[config.mk]
export PLATFORM = sky130hd
export DESIGN_NAME = bspc_top
export DESIGN_NICKNAME = d
export VERILOG_FILES = /design/src/bspc_pkg.sv /design/src/bspc_top.sv
export SDC_FILE = /design/constraint.sdc
export NUM_CORES = 1
export LEC_CHECK = 0
export BUFFER_PORTS_ARGS = -buffer_cell sky130_fd_sc_hd__buf_2
export CAP_MARGIN = 10
export CORE_ASPECT_RATIO = 1.75
export CORE_UTILIZATION = 39
export DETAILED_ROUTE_END_ITERATION = 10
export GPL_ROUTABILITY_DRIVEN = 0
export PLACE_DENSITY_LB_ADDON = 0.12
export RECOVER_POWER = 25
export SLEW_MARGIN = 0
export SYNTH_ARGS = -nofsm -noshare
export SYNTH_HDL_FRONTEND = slang
export SYNTH_SLANG_ARGS = --single-unit
[constraint.sdc]
create_clock -name clk -period 1.8 [get_ports clk]
set_input_delay 0.18 -clock clk [delete_from_list [all_inputs] [get_ports clk]]
set_output_delay 0.18 -clock clk [all_outputs]
set_load 0.01 [all_outputs]
[src/bspc_pkg.sv]
// package for the battery switch-over power control block
// assumes an apb slave on a 10 mhz clock
package bspc_pkg;
    localparam logic [2:0] BSPC_SEL_RESET = 3'h0;
    localparam logic [2:0] BSPC_SEL_STD_ALL = 3'h0;
    localparam logic [2:0] BSPC_SEL_STD_PF = 3'h1;
    localparam logic [2:0] BSPC_SEL_STD_NONE = 3'h2;
    localparam logic [2:0] BSPC_SEL_DIR_ALL = 3'h3;
    localparam logic [2:0] BSPC_SEL_DIR_PF = 3'h4;
    localparam logic [2:0] BSPC_SEL_DIR_NONE = 3'h5;
    localparam logic [2:0] BSPC_SEL_OFF_PF = 3'h6;
    localparam logic [2:0] BSPC_SEL_OFF_NONE = 3'h7;
    // register byte addresses
    localparam logic [11:0] BSPC_CTRL_ADDR = 12'h000;
    localparam logic [11:0] BSPC_STAT_ADDR = 12'h004;
    // control field positions
    localparam int BSPC_CTRL_SEL_LSB = 0;
    localparam int BSPC_CTRL_IE_BIT = 4;
    localparam int BSPC_CTRL_TSE_BIT = 5;
    // status field positions
    localparam int BSPC_STAT_BSF_BIT = 0;
    localparam int BSPC_STAT_BLF_BIT = 1;
    localparam int BSPC_STAT_BAK_BIT = 2;
    localparam int BSPC_STAT_LOWEN_BIT = 3;
    localparam int BSPC_STAT_PFEN_BIT = 4;

    typedef enum logic [1:0] {
        BSPC_MODE_STD,
        BSPC_MODE_DIRECT,
        BSPC_MODE_OFF
    } bspc_mode_t;

    typedef struct packed {
        logic main_below_backup;
        logic main_below_thresh;
        logic battery_low;
    } bspc_cmp_t;

    typedef enum {
        BSPC_ST_MAIN,
        BSPC_ST_BACKUP
    } bspc_state_t;

    typedef struct packed {
        bspc_cmp_t sync1;
        bspc_cmp_t sync2;
        logic [2:0] power_mgmt_select;
        logic battery_switch_irq_enable;
        logic switch_timestamp_enable;
        logic battery_switch_flag;
        logic battery_low_flag;
        logic on_backup;
        logic timestamp_pulse;
        logic [31:0] prdata;
    } bspc_regs_t;
endpackage : bspc_pkg

[src/bspc_top.sv]
// battery switch-over power control with apb register access
// assumes comparator inputs are asynchronous and host pads are resolved outside
// Behaviour
// - codes 000, 001, 010 select standard mode; detection enables as listed; reset 000.
// - codes 011-101 select direct mode with listed detection enables.
// - codes 110 and 111 disable switch-over; low detection off.
// - switch-over disabled always forces battery-low detection off.
// - standard mode fails when main below backup and threshold.
// - direct mode fails when main below backup only.
// - switching to backup sets the battery switch flag in the same cycle.
// - interrupt raised only with the switch interrupt enable set.
// - timestamp capture triggered on switch when timestamp enable set.
// - switch flag stays set until software clears it by write or switch-over is disabled.
// - interrupt stays pending until the switch flag or the switch interrupt enable is cleared.
// - on backup, host interface inputs are ignored.
// - on backup, host interface outputs are high impedance.
// - with switch-over disabled the switch flag reads zero.
// - battery-low flag not host clearable; clears when battery recovers.
//
// Added by the designer: the APB register port and the address map.
`timescale 1ns/1ns
module bspc_top
    import bspc_pkg::*;
(
    // clock and reset
    input wire logic clk,
    input wire logic rst_n,
    // apb slave
    input wire logic psel,
    input wire logic penable,
    input wire logic pwrite,
    input wire logic [11:0] paddr,
    input wire logic [31:0] pwdata,
    output logic [31:0] prdata,
    output logic pready,
    output logic pslverr,
    // asynchronous comparator results
    input wire bspc_pkg::bspc_cmp_t cmp_async,
    // power state outputs
    output logic battery_switch_irq,
    output logic timestamp_capture,
    output logic backed_supply_output,
    output logic host_out_enable,
    output logic battery_low_detect_en,
    output logic power_fail_detect_en
);
    import bspc_pkg::*;

    bspc_regs_t r_reg;
    bspc_regs_t r_next;
    bspc_mode_t mode;
    logic low_en;
    logic pf_en;
    logic fail;
    logic access;
    logic wr_ctrl;
    logic wr_stat;
    logic rd_hit;
    logic [31:0] rd_val;

    always_comb begin
        mode = BSPC_MODE_STD;
        low_en = 1'b0;
        pf_en = 1'b0;
        case (r_reg.power_mgmt_select)
            BSPC_SEL_STD_ALL: begin
                low_en = 1'b1;
                pf_en = 1'b1;
            end
            BSPC_SEL_STD_PF: begin
                pf_en = 1'b1;
            end
            BSPC_SEL_STD_NONE: begin
                mode = BSPC_MODE_STD;
            end
            BSPC_SEL_DIR_ALL: begin
                mode = BSPC_MODE_DIRECT;
                low_en = 1'b1;
                pf_en = 1'b1;
            end
            BSPC_SEL_DIR_PF: begin
                mode = BSPC_MODE_DIRECT;
                pf_en = 1'b1;
            end
            BSPC_SEL_DIR_NONE: begin
                mode = BSPC_MODE_DIRECT;
            end
            BSPC_SEL_OFF_PF: begin
                mode = BSPC_MODE_OFF;
                pf_en = 1'b1;
            end
            default: begin
                mode = BSPC_MODE_OFF;
            end
        endcase
        if (mode == BSPC_MODE_OFF) begin
            low_en = 1'b0;
        end
    end

    always_comb begin
        case (mode)
            BSPC_MODE_STD: fail = r_reg.sync2.main_below_backup & r_reg.sync2.main_below_thresh;
            BSPC_MODE_DIRECT: fail = r_reg.sync2.main_below_backup;
            default: fail = 1'b0;
        endcase
    end

    assign access = psel & penable & ~r_reg.on_backup;
    assign wr_ctrl = access & pwrite & (paddr == BSPC_CTRL_ADDR);
    assign wr_stat = access & pwrite & (paddr == BSPC_STAT_ADDR);
    assign rd_hit = (paddr == BSPC_CTRL_ADDR) | (paddr == BSPC_STAT_ADDR);

    always_comb begin
        rd_val = 32'h0;
        if (paddr == BSPC_CTRL_ADDR) begin
            rd_val[BSPC_CTRL_SEL_LSB +: 3] = r_reg.power_mgmt_select;
            rd_val[BSPC_CTRL_IE_BIT] = r_reg.battery_switch_irq_enable;
            rd_val[BSPC_CTRL_TSE_BIT] = r_reg.switch_timestamp_enable;
        end else if (paddr == BSPC_STAT_ADDR) begin
            rd_val[BSPC_STAT_BSF_BIT] = r_reg.battery_switch_flag & (mode != BSPC_MODE_OFF);
            rd_val[BSPC_STAT_BLF_BIT] = r_reg.battery_low_flag;
            rd_val[BSPC_STAT_BAK_BIT] = r_reg.on_backup;
            rd_val[BSPC_STAT_LOWEN_BIT] = low_en;
            rd_val[BSPC_STAT_PFEN_BIT] = pf_en;
        end
    end

    always_comb begin
        r_next = r_reg;
        r_next.sync1 = cmp_async;
        r_next.sync2 = r_reg.sync1;
        r_next.on_backup = fail;
        r_next.timestamp_pulse = 1'b0;
        if (psel & ~penable & ~pwrite & ~r_reg.on_backup) begin
            r_next.prdata = rd_val;
        end
        if (wr_ctrl) begin
            r_next.power_mgmt_select = pwdata[BSPC_CTRL_SEL_LSB +: 3];
            r_next.battery_switch_irq_enable = pwdata[BSPC_CTRL_IE_BIT];
            r_next.switch_timestamp_enable = pwdata[BSPC_CTRL_TSE_BIT];
        end
        // cleared by write of one, and below while switch-over is disabled
        if (wr_stat & pwdata[BSPC_STAT_BSF_BIT]) begin
            r_next.battery_switch_flag = 1'b0;
        end
        // flag set on switch, set wins
        if (fail & ~r_reg.on_backup) begin
            r_next.battery_switch_flag = 1'b1;
            r_next.timestamp_pulse = r_reg.switch_timestamp_enable;
        end
        if (mode == BSPC_MODE_OFF) begin
            r_next.battery_switch_flag = 1'b0;
        end
        r_next.battery_low_flag = low_en & r_reg.sync2.battery_low;
    end

    always_ff @(posedge clk or negedge rst_n) begin
        if (!rst_n) begin
            r_reg <= '0;
        end else begin
            r_reg <= r_next;
        end
    end

    assign prdata = r_reg.prdata;
    assign pready = 1'b1;
    assign pslverr = psel & penable & (~rd_hit | r_reg.on_backup);
    assign battery_switch_irq = r_reg.battery_switch_flag & r_reg.battery_switch_irq_enable;
    assign timestamp_capture = r_reg.timestamp_pulse;
    assign backed_supply_output = r_reg.on_backup;
    assign host_out_enable = ~r_reg.on_backup;
    assign battery_low_detect_en = low_en;
    assign power_fail_detect_en = pf_en;

    std_fail_a: assert property (@(posedge clk) disable iff (!rst_n)
        (mode == BSPC_MODE_STD && r_reg.sync2.main_below_backup && r_reg.sync2.main_below_thresh
         && $stable(r_reg.power_mgmt_select)) |=> r_reg.on_backup)
        else $error("standard mode failure missed");
    dir_fail_a: assert property (@(posedge clk) disable iff (!rst_n)
        (mode == BSPC_MODE_DIRECT && r_reg.sync2.main_below_backup) |=> r_reg.on_backup)
        else $error("direct mode failure missed");
    flag_set_a: assert property (@(posedge clk) disable iff (!rst_n)
        $rose(r_reg.on_backup) && mode != BSPC_MODE_OFF |-> r_reg.battery_switch_flag)
        else $error("switch flag not set");
    flag_hold_a: assert property (@(posedge clk) disable iff (!rst_n)
        r_reg.battery_switch_flag && !wr_stat && mode != BSPC_MODE_OFF |=> r_reg.battery_switch_flag)
        else $error("switch flag dropped");
    low_off_a: assert property (@(posedge clk) disable iff (!rst_n)
        mode == BSPC_MODE_OFF |-> !low_en ##1 !r_reg.battery_low_flag)
        else $error("low detection active while disabled");
    flag_zero_a: assert property (@(posedge clk) disable iff (!rst_n)
        mode == BSPC_MODE_OFF |=> !r_reg.battery_switch_flag)
        else $error("switch flag set while disabled");
    ts_pulse_a: assert property (@(posedge clk) disable iff (!rst_n)
        $rose(r_reg.on_backup) && $past(r_reg.switch_timestamp_enable) |-> timestamp_capture ##1 !timestamp_capture)
        else $error("timestamp capture not pulsed");
    bus_block_a: assert property (@(posedge clk) disable iff (!rst_n)
        r_reg.on_backup && psel && penable |=> $stable(r_reg.power_mgmt_select))
        else $error("write taken on backup");
    irq_level_a: assert property (@(posedge clk) disable iff (!rst_n)
        $rose(r_reg.on_backup) && r_reg.battery_switch_irq_enable && mode != BSPC_MODE_OFF |-> battery_switch_irq)
        else $error("irq not raised on switch");
    sync_lat_a: assert property (@(posedge clk) disable iff (!rst_n)
        r_reg.sync2 == $past(cmp_async, 2))
        else $error("synchroniser latency wrong");
    sync_first_a: assert property (@(posedge clk) disable iff (!rst_n)
        r_reg.sync1 == $past(cmp_async))
        else $error("first stage latency wrong");
    sel_std_a: assert property (@(posedge clk) disable iff (!rst_n)
        (r_reg.power_mgmt_select <= BSPC_SEL_STD_NONE) |-> mode == BSPC_MODE_STD)
        else $error("standard code not standard mode");
    en_all_a: assert property (@(posedge clk) disable iff (!rst_n)
        r_reg.power_mgmt_select == BSPC_SEL_STD_ALL |-> low_en && pf_en)
        else $error("code 000 enables wrong");
    en_pf_a: assert property (@(posedge clk) disable iff (!rst_n)
        r_reg.power_mgmt_select == BSPC_SEL_STD_PF |-> !low_en && pf_en)
        else $error("code 001 enables wrong");
    en_none_a: assert property (@(posedge clk) disable iff (!rst_n)
        r_reg.power_mgmt_select == BSPC_SEL_STD_NONE |-> !low_en && !pf_en)
        else $error("code 010 enables wrong");
    sel_dir_a: assert property (@(posedge clk) disable iff (!rst_n)
        (r_reg.power_mgmt_select >= BSPC_SEL_DIR_ALL && r_reg.power_mgmt_select <= BSPC_SEL_DIR_NONE)
        |-> mode == BSPC_MODE_DIRECT)
        else $error("direct code not direct mode");
    dir_all_a: assert property (@(posedge clk) disable iff (!rst_n)
        r_reg.power_mgmt_select == BSPC_SEL_DIR_ALL |-> low_en && pf_en)
        else $error("code 011 enables wrong");
    dir_pf_a: assert property (@(posedge clk) disable iff (!rst_n)
        r_reg.power_mgmt_select == BSPC_SEL_DIR_PF |-> !low_en && pf_en)
        else $error("code 100 enables wrong");
    dir_none_a: assert property (@(posedge clk) disable iff (!rst_n)
        r_reg.power_mgmt_select == BSPC_SEL_DIR_NONE |-> !low_en && !pf_en)
        else $error("code 101 enables wrong");
    sel_off_a: assert property (@(posedge clk) disable iff (!rst_n)
        (r_reg.power_mgmt_select >= BSPC_SEL_OFF_PF) |-> mode == BSPC_MODE_OFF)
        else $error("disable code not disabled");
    off_pf_a: assert property (@(posedge clk) disable iff (!rst_n)
        r_reg.power_mgmt_select == BSPC_SEL_OFF_PF |-> !low_en && pf_en)
        else $error("code 110 enables wrong");
    off_none_a: assert property (@(posedge clk) disable iff (!rst_n)
        r_reg.power_mgmt_select == BSPC_SEL_OFF_NONE |-> !low_en && !pf_en)
        else $error("code 111 enables wrong");
    low_pin_a: assert property (@(posedge clk) disable iff (!rst_n)
        mode == BSPC_MODE_OFF |-> !battery_low_detect_en)
        else $error("low detect enable while disabled");
    std_hold_a: assert property (@(posedge clk) disable iff (!rst_n)
        mode == BSPC_MODE_STD && !r_reg.sync2.main_below_thresh |=> !r_reg.on_backup)
        else $error("standard switch above threshold");
    dir_hold_a: assert property (@(posedge clk) disable iff (!rst_n)
        mode == BSPC_MODE_DIRECT && !r_reg.sync2.main_below_backup |=> !r_reg.on_backup)
        else $error("direct switch without failure");
    flag_only_a: assert property (@(posedge clk) disable iff (!rst_n)
        $rose(r_reg.battery_switch_flag) |-> $rose(r_reg.on_backup))
        else $error("switch flag set without switch");
    irq_gate_a: assert property (@(posedge clk) disable iff (!rst_n)
        !r_reg.battery_switch_irq_enable |-> !battery_switch_irq)
        else $error("irq raised while disabled");
    ts_only_a: assert property (@(posedge clk) disable iff (!rst_n)
        timestamp_capture |-> $rose(r_reg.on_backup))
        else $error("timestamp capture without switch");
    ts_off_a: assert property (@(posedge clk) disable iff (!rst_n)
        $rose(r_reg.on_backup) && !$past(r_reg.switch_timestamp_enable) |-> !timestamp_capture)
        else $error("timestamp capture while disabled");
    flag_clear_a: assert property (@(posedge clk) disable iff (!rst_n)
        wr_stat && pwdata[BSPC_STAT_BSF_BIT] |=> !r_reg.battery_switch_flag || $rose(r_reg.on_backup))
        else $error("switch flag not cleared");
    irq_hold_a: assert property (@(posedge clk) disable iff (!rst_n)
        battery_switch_irq && !wr_stat && !wr_ctrl && mode != BSPC_MODE_OFF |=> battery_switch_irq)
        else $error("irq dropped while pending");
    irq_drop_a: assert property (@(posedge clk) disable iff (!rst_n)
        battery_switch_irq && wr_stat && pwdata[BSPC_STAT_BSF_BIT] |=> !battery_switch_irq || $rose(r_reg.on_backup))
        else $error("irq kept after clear");
    bus_err_a: assert property (@(posedge clk) disable iff (!rst_n)
        r_reg.on_backup && psel && penable |-> pslverr)
        else $error("no error on backup access");
    bus_keep_a: assert property (@(posedge clk) disable iff (!rst_n)
        r_reg.on_backup && psel && penable
        |=> $stable({r_reg.battery_switch_irq_enable, r_reg.switch_timestamp_enable}))
        else $error("enable written on backup");
    host_off_a: assert property (@(posedge clk) disable iff (!rst_n)
        backed_supply_output |-> !host_out_enable)
        else $error("host outputs driven on backup");
    read_zero_a: assert property (@(posedge clk) disable iff (!rst_n)
        psel && !penable && !pwrite && paddr == BSPC_STAT_ADDR && mode == BSPC_MODE_OFF && !r_reg.on_backup
        |=> !prdata[BSPC_STAT_BSF_BIT])
        else $error("switch flag read while disabled");
    blf_keep_a: assert property (@(posedge clk) disable iff (!rst_n)
        r_reg.battery_low_flag && r_reg.sync2.battery_low && low_en |=> r_reg.battery_low_flag)
        else $error("low flag dropped while low");
    blf_drop_a: assert property (@(posedge clk) disable iff (!rst_n)
        !r_reg.sync2.battery_low |=> !r_reg.battery_low_flag)
        else $error("low flag kept after recovery");

    std_switch_c: cover property (@(posedge clk) disable iff (!rst_n)
        mode == BSPC_MODE_STD ##1 $rose(r_reg.on_backup));
    dir_switch_c: cover property (@(posedge clk) disable iff (!rst_n)
        mode == BSPC_MODE_DIRECT ##1 $rose(r_reg.on_backup));
    irq_clear_c: cover property (@(posedge clk) disable iff (!rst_n)
        battery_switch_irq ##1 !battery_switch_irq);
    low_flag_c: cover property (@(posedge clk) disable iff (!rst_n) $rose(r_reg.battery_low_flag));
    ts_pulse_c: cover property (@(posedge clk) disable iff (!rst_n) timestamp_capture);
endmodule : bspc_top

==> results.md, run 1 <==
- Critical path peak fanout: 12
- First-pass iteration count of the detailed router: 6
- Depth of the CTS H-tree: 1
- Clock transition at the register clock pins on the worst setup and hold paths after CTS: 0.07 ns
- Area Growth Syn to Fin: 11.3%
- Arrival time of data at the critical path endpoint: 1.90 ns
- HPWL after detailed placement: 1800 µm
- Share of the clock period used by the worst path after layout: ~95%
- Violations in the final reports: DRC
- Flip-flop count of the largest register, all copies and words added: 10
- Xor-xnor portion of the synthesized cell area: less than 1%
- Proportion of synthesized flip-flops having asynchronous set or reset: between 90% and 100%
- Post-synth EDFFs: 0
- Overall power consumption: between 800 and 900 µW
- Overall overflow remaining after global route: 0
- Cell area after layout: around 1300 µm²
- Shortest clock period the worst path allows after layout: between 1.5 and 2 ns
- TritonCTS clock tree: yes
- Number of flip-flops and latches in the synthesized netlist: 21
- Maximum number of pins on one net before global-route repair: 22
- Num CTS Buffers: 3
- Power density of the placed cells: roughly 680 nW/µm²
- Initial standard-cell utilization of the core: 41.1%
- Post-Place Cell Area: roughly 1300 µm²
- Fmax: about 600 MHz
- Worst-margin pin slew: about 1.1 ns
- Sequential fraction of the synthesis area: approximately 44%
- Most common cell after layout, fill and taps aside: buf_2
- Via count of the first global-routing pass: around 740
- Sequential cell area: between 500 and 600 µm²
- Net count, final: around 200
- Compound-Gate Fraction of Synth Area: a little over a tenth
- Max IR drop VDD: between 400 and 500 µV
- Final number of max-transition violations: 0
- Max-cap violations: 0
- Count of input and output buffers: 37
- Vias after detailed routing: ~820
- Remaining design rule violation count: 5
- Critical path required time: ~2.0 ns
- I/O pin count: roughly 90
- Post-detailed-route wirelength per cell: around 13 µm
- Combinational family with the most area after synthesis: buffers and inverters
- Area of the mapped netlist: 1190 µm²
- Count of unique library cells instantiated by Yosys: 33
- Critical Path Source Type: register
- Fill count: ~280
- Core area: 2900 µm²
- Number of warnings reported in the yosys synthesis log: 0
- Area enclosed by the die boundary: 3290 µm²
- Average vias per placed instance: 4.74
- Cell with the largest stage delay on the worst path: or4b_2
- Number of diodes added for antenna fixing: 0
- Leakage Power: a little over 0.7 nW
- Relative max-transition margin: a little under a quarter
- All-Layer GR Usage: ~14%
- Dominant synthesized flop cell: dfrtp_1
- Slowest cell delay on critical path: approximately 0.85 ns
- Drt first-iter violations: 15
- Setup Skew: about 0.0014 ns
- Mapped Cells: approximately 110
- Remaining antenna violation count after routing: 0
- Highest-count cells in the layout ignoring fill and taps: buf_2, conb_1, dfrtp_1
- Dpl ws: -0.0120 ns
- Result of the run: finished, violations left
- X dimension of the die: roughly 44 µm
- Post-synthesis adder-cell area fraction: 0%
- Clock latency reported for the late side of the worst-skew pair: between 0.2 and 0.3 ns
- Syn_area_per_cell: 10.6 µm²
- Element type at the critical path end: register
- Final count of negative-setup-slack endpoints: 0
- Post-CTS setup repair buffer count: 0
- Crit path setup slack, layout: 0.0985 ns
- Chain of cells forming the critical path: or4b_2 -> nor2_1 -> a32o_1
- Number of sinks driven by the clock tree: 21
- Fraction of synthesized area in multiplexers: about 6.4%
- Initial antenna violation count: 0
- Synthesized-area fraction occupied by and/or/nand/nor cells: 14.3%
- Fraction of layout instances using a drive strength above 1: between 30 and 40%
- Post-detailed-routing wire length: 2230 µm
- Number of buffers on the longest clock path: 2
- Vertical die dimension: 75.1 µm
- Number of rows created at floorplan: 26
- Global-route wire length before repair: about 3300 µm
- Kind of path behind the tightest hold check: input pin to register
- Endpoints failing hold: 0
- Multi-input combinational cell area: between 400 and 500 µm²
- Setup repair after global routing missed its margin: false
- Library cell used as clock root buffer: clkbuf_8
- Startpoint-to-endpoint class of the critical path: register to register
- Number of instances resized during post-cts repair: 0
cell usage after synthesis, drive strengths merged, types with 2 or more instances:
| master | number | share of area, % |
|---|---|---|
| and2 | 2 | 1.1 |
| o31ai | 3 | 1.9 |
| nand2 | 8 | 2.5 |
| o41ai | 2 | 2.7 |
| inv | 4 | 1.3 |
| conb | 2 | 0.63 |
| or4 | 3 | 2.5 |
| dfrtp | 21 | 44 |
| a21oi | 2 | 0.84 |
| buf | 33 | 21 |
| clkbuf | 4 | 1.3 |
| mux2 | 5 | 4.7 |
| or3 | 2 | 1.5 |
| mux2i | 2 | 1.7 |
| nor2 | 4 | 1.3 |
routing by layer:
layer,vias up,part of all wire (%),wire length [µm],global-route usage (%)
met5,-,0,0,0
met4,0,1.9,43,6.25
met3,5,3.4,75,2.16
met2,30,60,1340,27.2
met1,399,35,774,13.4
li1,390,-,-,-
through the flow:
| step | instances | TNS (ns) | util (%) | hold slack, ns |
|---|---|---|---|---|
| 6_report | 174 | 0 | 45.8 | 0.0179 |
| 5_1_grt | 174 | 0 | 45.8 | 0.0100 |
| 4_1_cts | 174 | 0 | 45.9 | 0.0181 |
| 3_5_place_dp | 169 | -0.0120 | 43.9 | 0.164 |
| 3_3_place_gp | 169 | 0 | 43.9 | 0.157 |
| 2_1_floorplan | 137 | 0 | - | -0.116 |
cells by family after synthesis:
family,Yosys count
AOI/OAI and AO/OA,14
xor gates and xnor gates,1
buffers and inverters,41
DFF,21
muxes,7
other,2
and+or+nand+nor,26
timing repair:
item,CTS,global route
endpoints found under the setup margin,0,0
hold buffers,1,0
endpoints found under the hold margin,21,0
power breakdown:
part / internal, mW / switching (mW)
clock network: 0.158 / 0.155
logic: 0.0353 / 0.0639
registers: 0.481 / 0.00360
total: 0.674 / 0.222
critical path, delay by kind of cell (launching register included):
kind | cells | cell delay (ns)
simple gates | 2 | 1.05
flops | 1 | 0.41
compound gates | 1 | 0.18
layout make-up:
type / count / area share, %
clock buffers: 4 / 3.40
inverters: 4 / 1.13
multi-input cells: 75 / 36.3
flip-flops and latches: 21 / 39.6
well taps: 28 / 2.64
repair buffers: 42 / 16.9
path summary, 6_finish.rpt:
check | cells past startpoint | from | slack (ns) | to
worst max-delay path | 3 | backed_supply_output | 0.1 | prdata[3]
worst min-delay path | 1 | cmp_async[2] | 0.02 | r_next[43]
worst max register to register | 3 | backed_supply_output | 0.1 | prdata[3]
worst min register to register | 0 | r_next[41] | 0.35 | r_reg[41]
max in group asynchronous | 2 | rst_n | 0.46 | prdata[2]
min in group asynchronous | 2 | rst_n | 0.66 | r_reg[41]
No activity file was read; power rests on OpenSTA's default activity.
==> inputs of run 2 (changes only) <==
PLACE_DENSITY = 0.79   (was unset)
PLACE_DENSITY_LB_ADDON = unset   (was 0.12)
==> run 2 against run 1 <==
Net effect:
- the run still ends with DRC left
- largest cell class unchanged
- maximum frequency down 0.17%
- sequential share of layout area increased by 0.19 points
- critical path depth is the same
- clock skew is 0.0033 ns higher
- hold slack better by 0.00096 ns
- via count down 0.61%
- highest routed layer unchanged
- sequential power barely moved
==> results.md, run 2 (synthesis results as in run 1) <==
- Result of the run: finished, violations left
- Violations in the final reports: DRC
- Critical path peak fanout: 12 (unchanged)
- Worst hold stages: 1 (unchanged)
- Setup repair after global routing missed its margin: false
- Max-cap violations: 0 (unchanged)
- X dimension of the die: 43.8 µm (unchanged)
- Element type at the critical path end: register
- Chain of cells forming the critical path: or4b_2 -> nor2_1 -> a32o_1
- Total Neg Setup Slack: 0 ns (unchanged)
- Core area: 2900 µm² (unchanged)
- Critical path required time: 2.00 ns (about the same)
- Relative max-transition margin: 27.1% (+3.2 points)
- Endpoints failing hold: 0 (unchanged)
- Number of buffers on the longest clock path: 2 (unchanged)
- Arrival time of data at the critical path endpoint: 1.90 ns (about the same)
- Flip-flop count of the largest register, all copies and words added: 10 (unchanged)
- Fin util: 45.6% (-0.22 points)
- HPWL after detailed placement: 1830 µm (+1.6%)
- Fmax: 587 MHz (-0.17%)
- Highest-count cells in the layout ignoring fill and taps: buf_2, conb_1, dfrtp_1
- Initial standard-cell utilization of the core: 41.1% (unchanged)
- Post-detailed-routing wire length: 2220 µm (-0.58%)
- Post-CTS setup repair buffer count: 0 (unchanged)
- Depth of the CTS H-tree: 1 (unchanged)
- Shortest clock period the worst path allows after layout: 1.70 ns (+0.00287 ns)
- Cell depth of the worst setup path: 3 (unchanged)
- Num CTS Buffers: 3 (unchanged)
- Setup Skew: 0.00473 ns (+0.00328 ns)
- Clock transition at the register clock pins on the worst setup and hold paths after CTS: 0.08 ns (about the same)
- Count of input and output buffers: 37 (unchanged)
- Overall overflow remaining after global route: 0 (unchanged)
- Remaining antenna violation count after routing: 0 (unchanged)
- Leakage Power: 0.712 nW (-0.21%)
- Share of the clock period used by the worst path after layout: 94.7% (+0.16 points)
- Final number of max-transition violations: 0 (unchanged)
- Most common cell after layout, fill and taps aside: buf_2
- Max IR drop VDD: 433 µV (-9.5%)
- Buffering stage count on the worst path with inverters included: 0 (unchanged)
- Cell with the largest stage delay on the worst path: or4b_2
- Fraction of layout instances using a drive strength above 1: 37.9% (+0.26 points)
- Number of rows created at floorplan: 26 (unchanged)
- Library cell used as clock root buffer: clkbuf_8
- Initial antenna violation count: 0 (unchanged)
- Global-route wire length before repair: 3370 µm (+2.1%)
- Worst-margin pin slew: 1.09 ns (-0.0473 ns)
- Average vias per placed instance: 4.73 (about the same)
- Slowest cell delay on critical path: 0.86 ns (about the same)
- Launch point of the worst reg-to-reg path: backed_supply_output
- Overall power consumption: 889 µW (-0.78%)
- Vias after detailed routing: 819 (-0.61%)
- Critical path origin: backed_supply_output
- Hold Crit Start: cmp_async[0]
- Maximum number of pins on one net before global-route repair: 22 (unchanged)
- Smallest hold slack: 0.0189 ns (+0.000956 ns)
- Drt first-iter violations: 22 (+7)
- Final count of negative-setup-slack endpoints: 0 (unchanged)
- Startpoint-to-endpoint class of the critical path: register to register
- Post-detailed-route wirelength per cell: 12.8 µm (about the same)
- Vertical die dimension: 75.1 µm (unchanged)
- Depth of the most critical reg-to-reg path: 3 (unchanged)
- Critical Path Source Type: register
- Number of diodes added for antenna fixing: 0 (unchanged)
- Kind of cell adding the most delay to the critical path: simple AND/OR/NAND/NOR gates
- Via count of the first global-routing pass: 748 (+1.4%)
- First-pass iteration count of the detailed router: 7 (+1)
- Remaining design rule violation count: 6 (+1)
- All-Layer GR Usage: 14.1% (+0.37 points)
- Area Growth Syn to Fin: 10.8%
- Area enclosed by the die boundary: 3290 µm² (unchanged)
- Kind of path behind the tightest hold check: input pin to register
- Number of sinks driven by the clock tree: 21 (unchanged)
- Net count, final: 198 (-0.50%)
- Power density of the placed cells: 673 nW/µm² (-0.31%)
- TritonCTS clock tree: yes
- Clock latency reported for the late side of the worst-skew pair: 0.26 ns (about the same)
- I/O pin count: 92 (unchanged)
## run 2: path summary, 6_finish.rpt
check	end	slack, ns
hold / removal	r_next[41]	0.02
setup reg to reg	prdata[3]	0.1
max in group asynchronous	prdata[0]	0.50
hold reg to reg	r_reg[42]	0.35
setup / recovery	prdata[3]	0.1
min in group asynchronous	r_next[41]	0.64
## run 2: per-layer routing
layer	GRT usage, %	routed length, µm	vias up
met3	2.88	129	6
met5	0	0	-
met4	7.99	39	0
met2	25.2	1310	43
li1	-	-	389
met1	15.1	743	381
## run 2: stage by stage
step                worst slack (ns)  instances  area (µm²)
global placement              0.0605        168        1260
floorplan                      0.126        137        1280
finish                        0.0956        173        1320
CTS                           0.0913        173        1320
global route                  0.0463        173        1320
detailed placement            0.0234        168        1260
## run 2: layout make-up
| class | count | area [µm²] |
|---|---|---|
| clock buffer | 3 | 41.3 |
| timing repair buffer | 41 | 216 |
| fill | 286 | 1580 |
| tap | 28 | 35.0 |
| sequential | 21 | 526 |
| multi-input combinational | 75 | 482 |
| clock inverter | 1 | 5.00 |
| inverter | 4 | 15.0 |
## run 2: repair_timing
action                                  in CTS  in global routing
hold buffers                                 1                  0
endpoints found under the setup margin       0                  0
gates resized for setup                      0                  0
endpoints found under the hold margin       21                  0
## run 2: power by group
part / internal, mW / switching, mW
clock network: 0.154 / 0.152
registers: 0.481 / 0.00402
logic: 0.0347 / 0.0634
total: 0.669 / 0.219
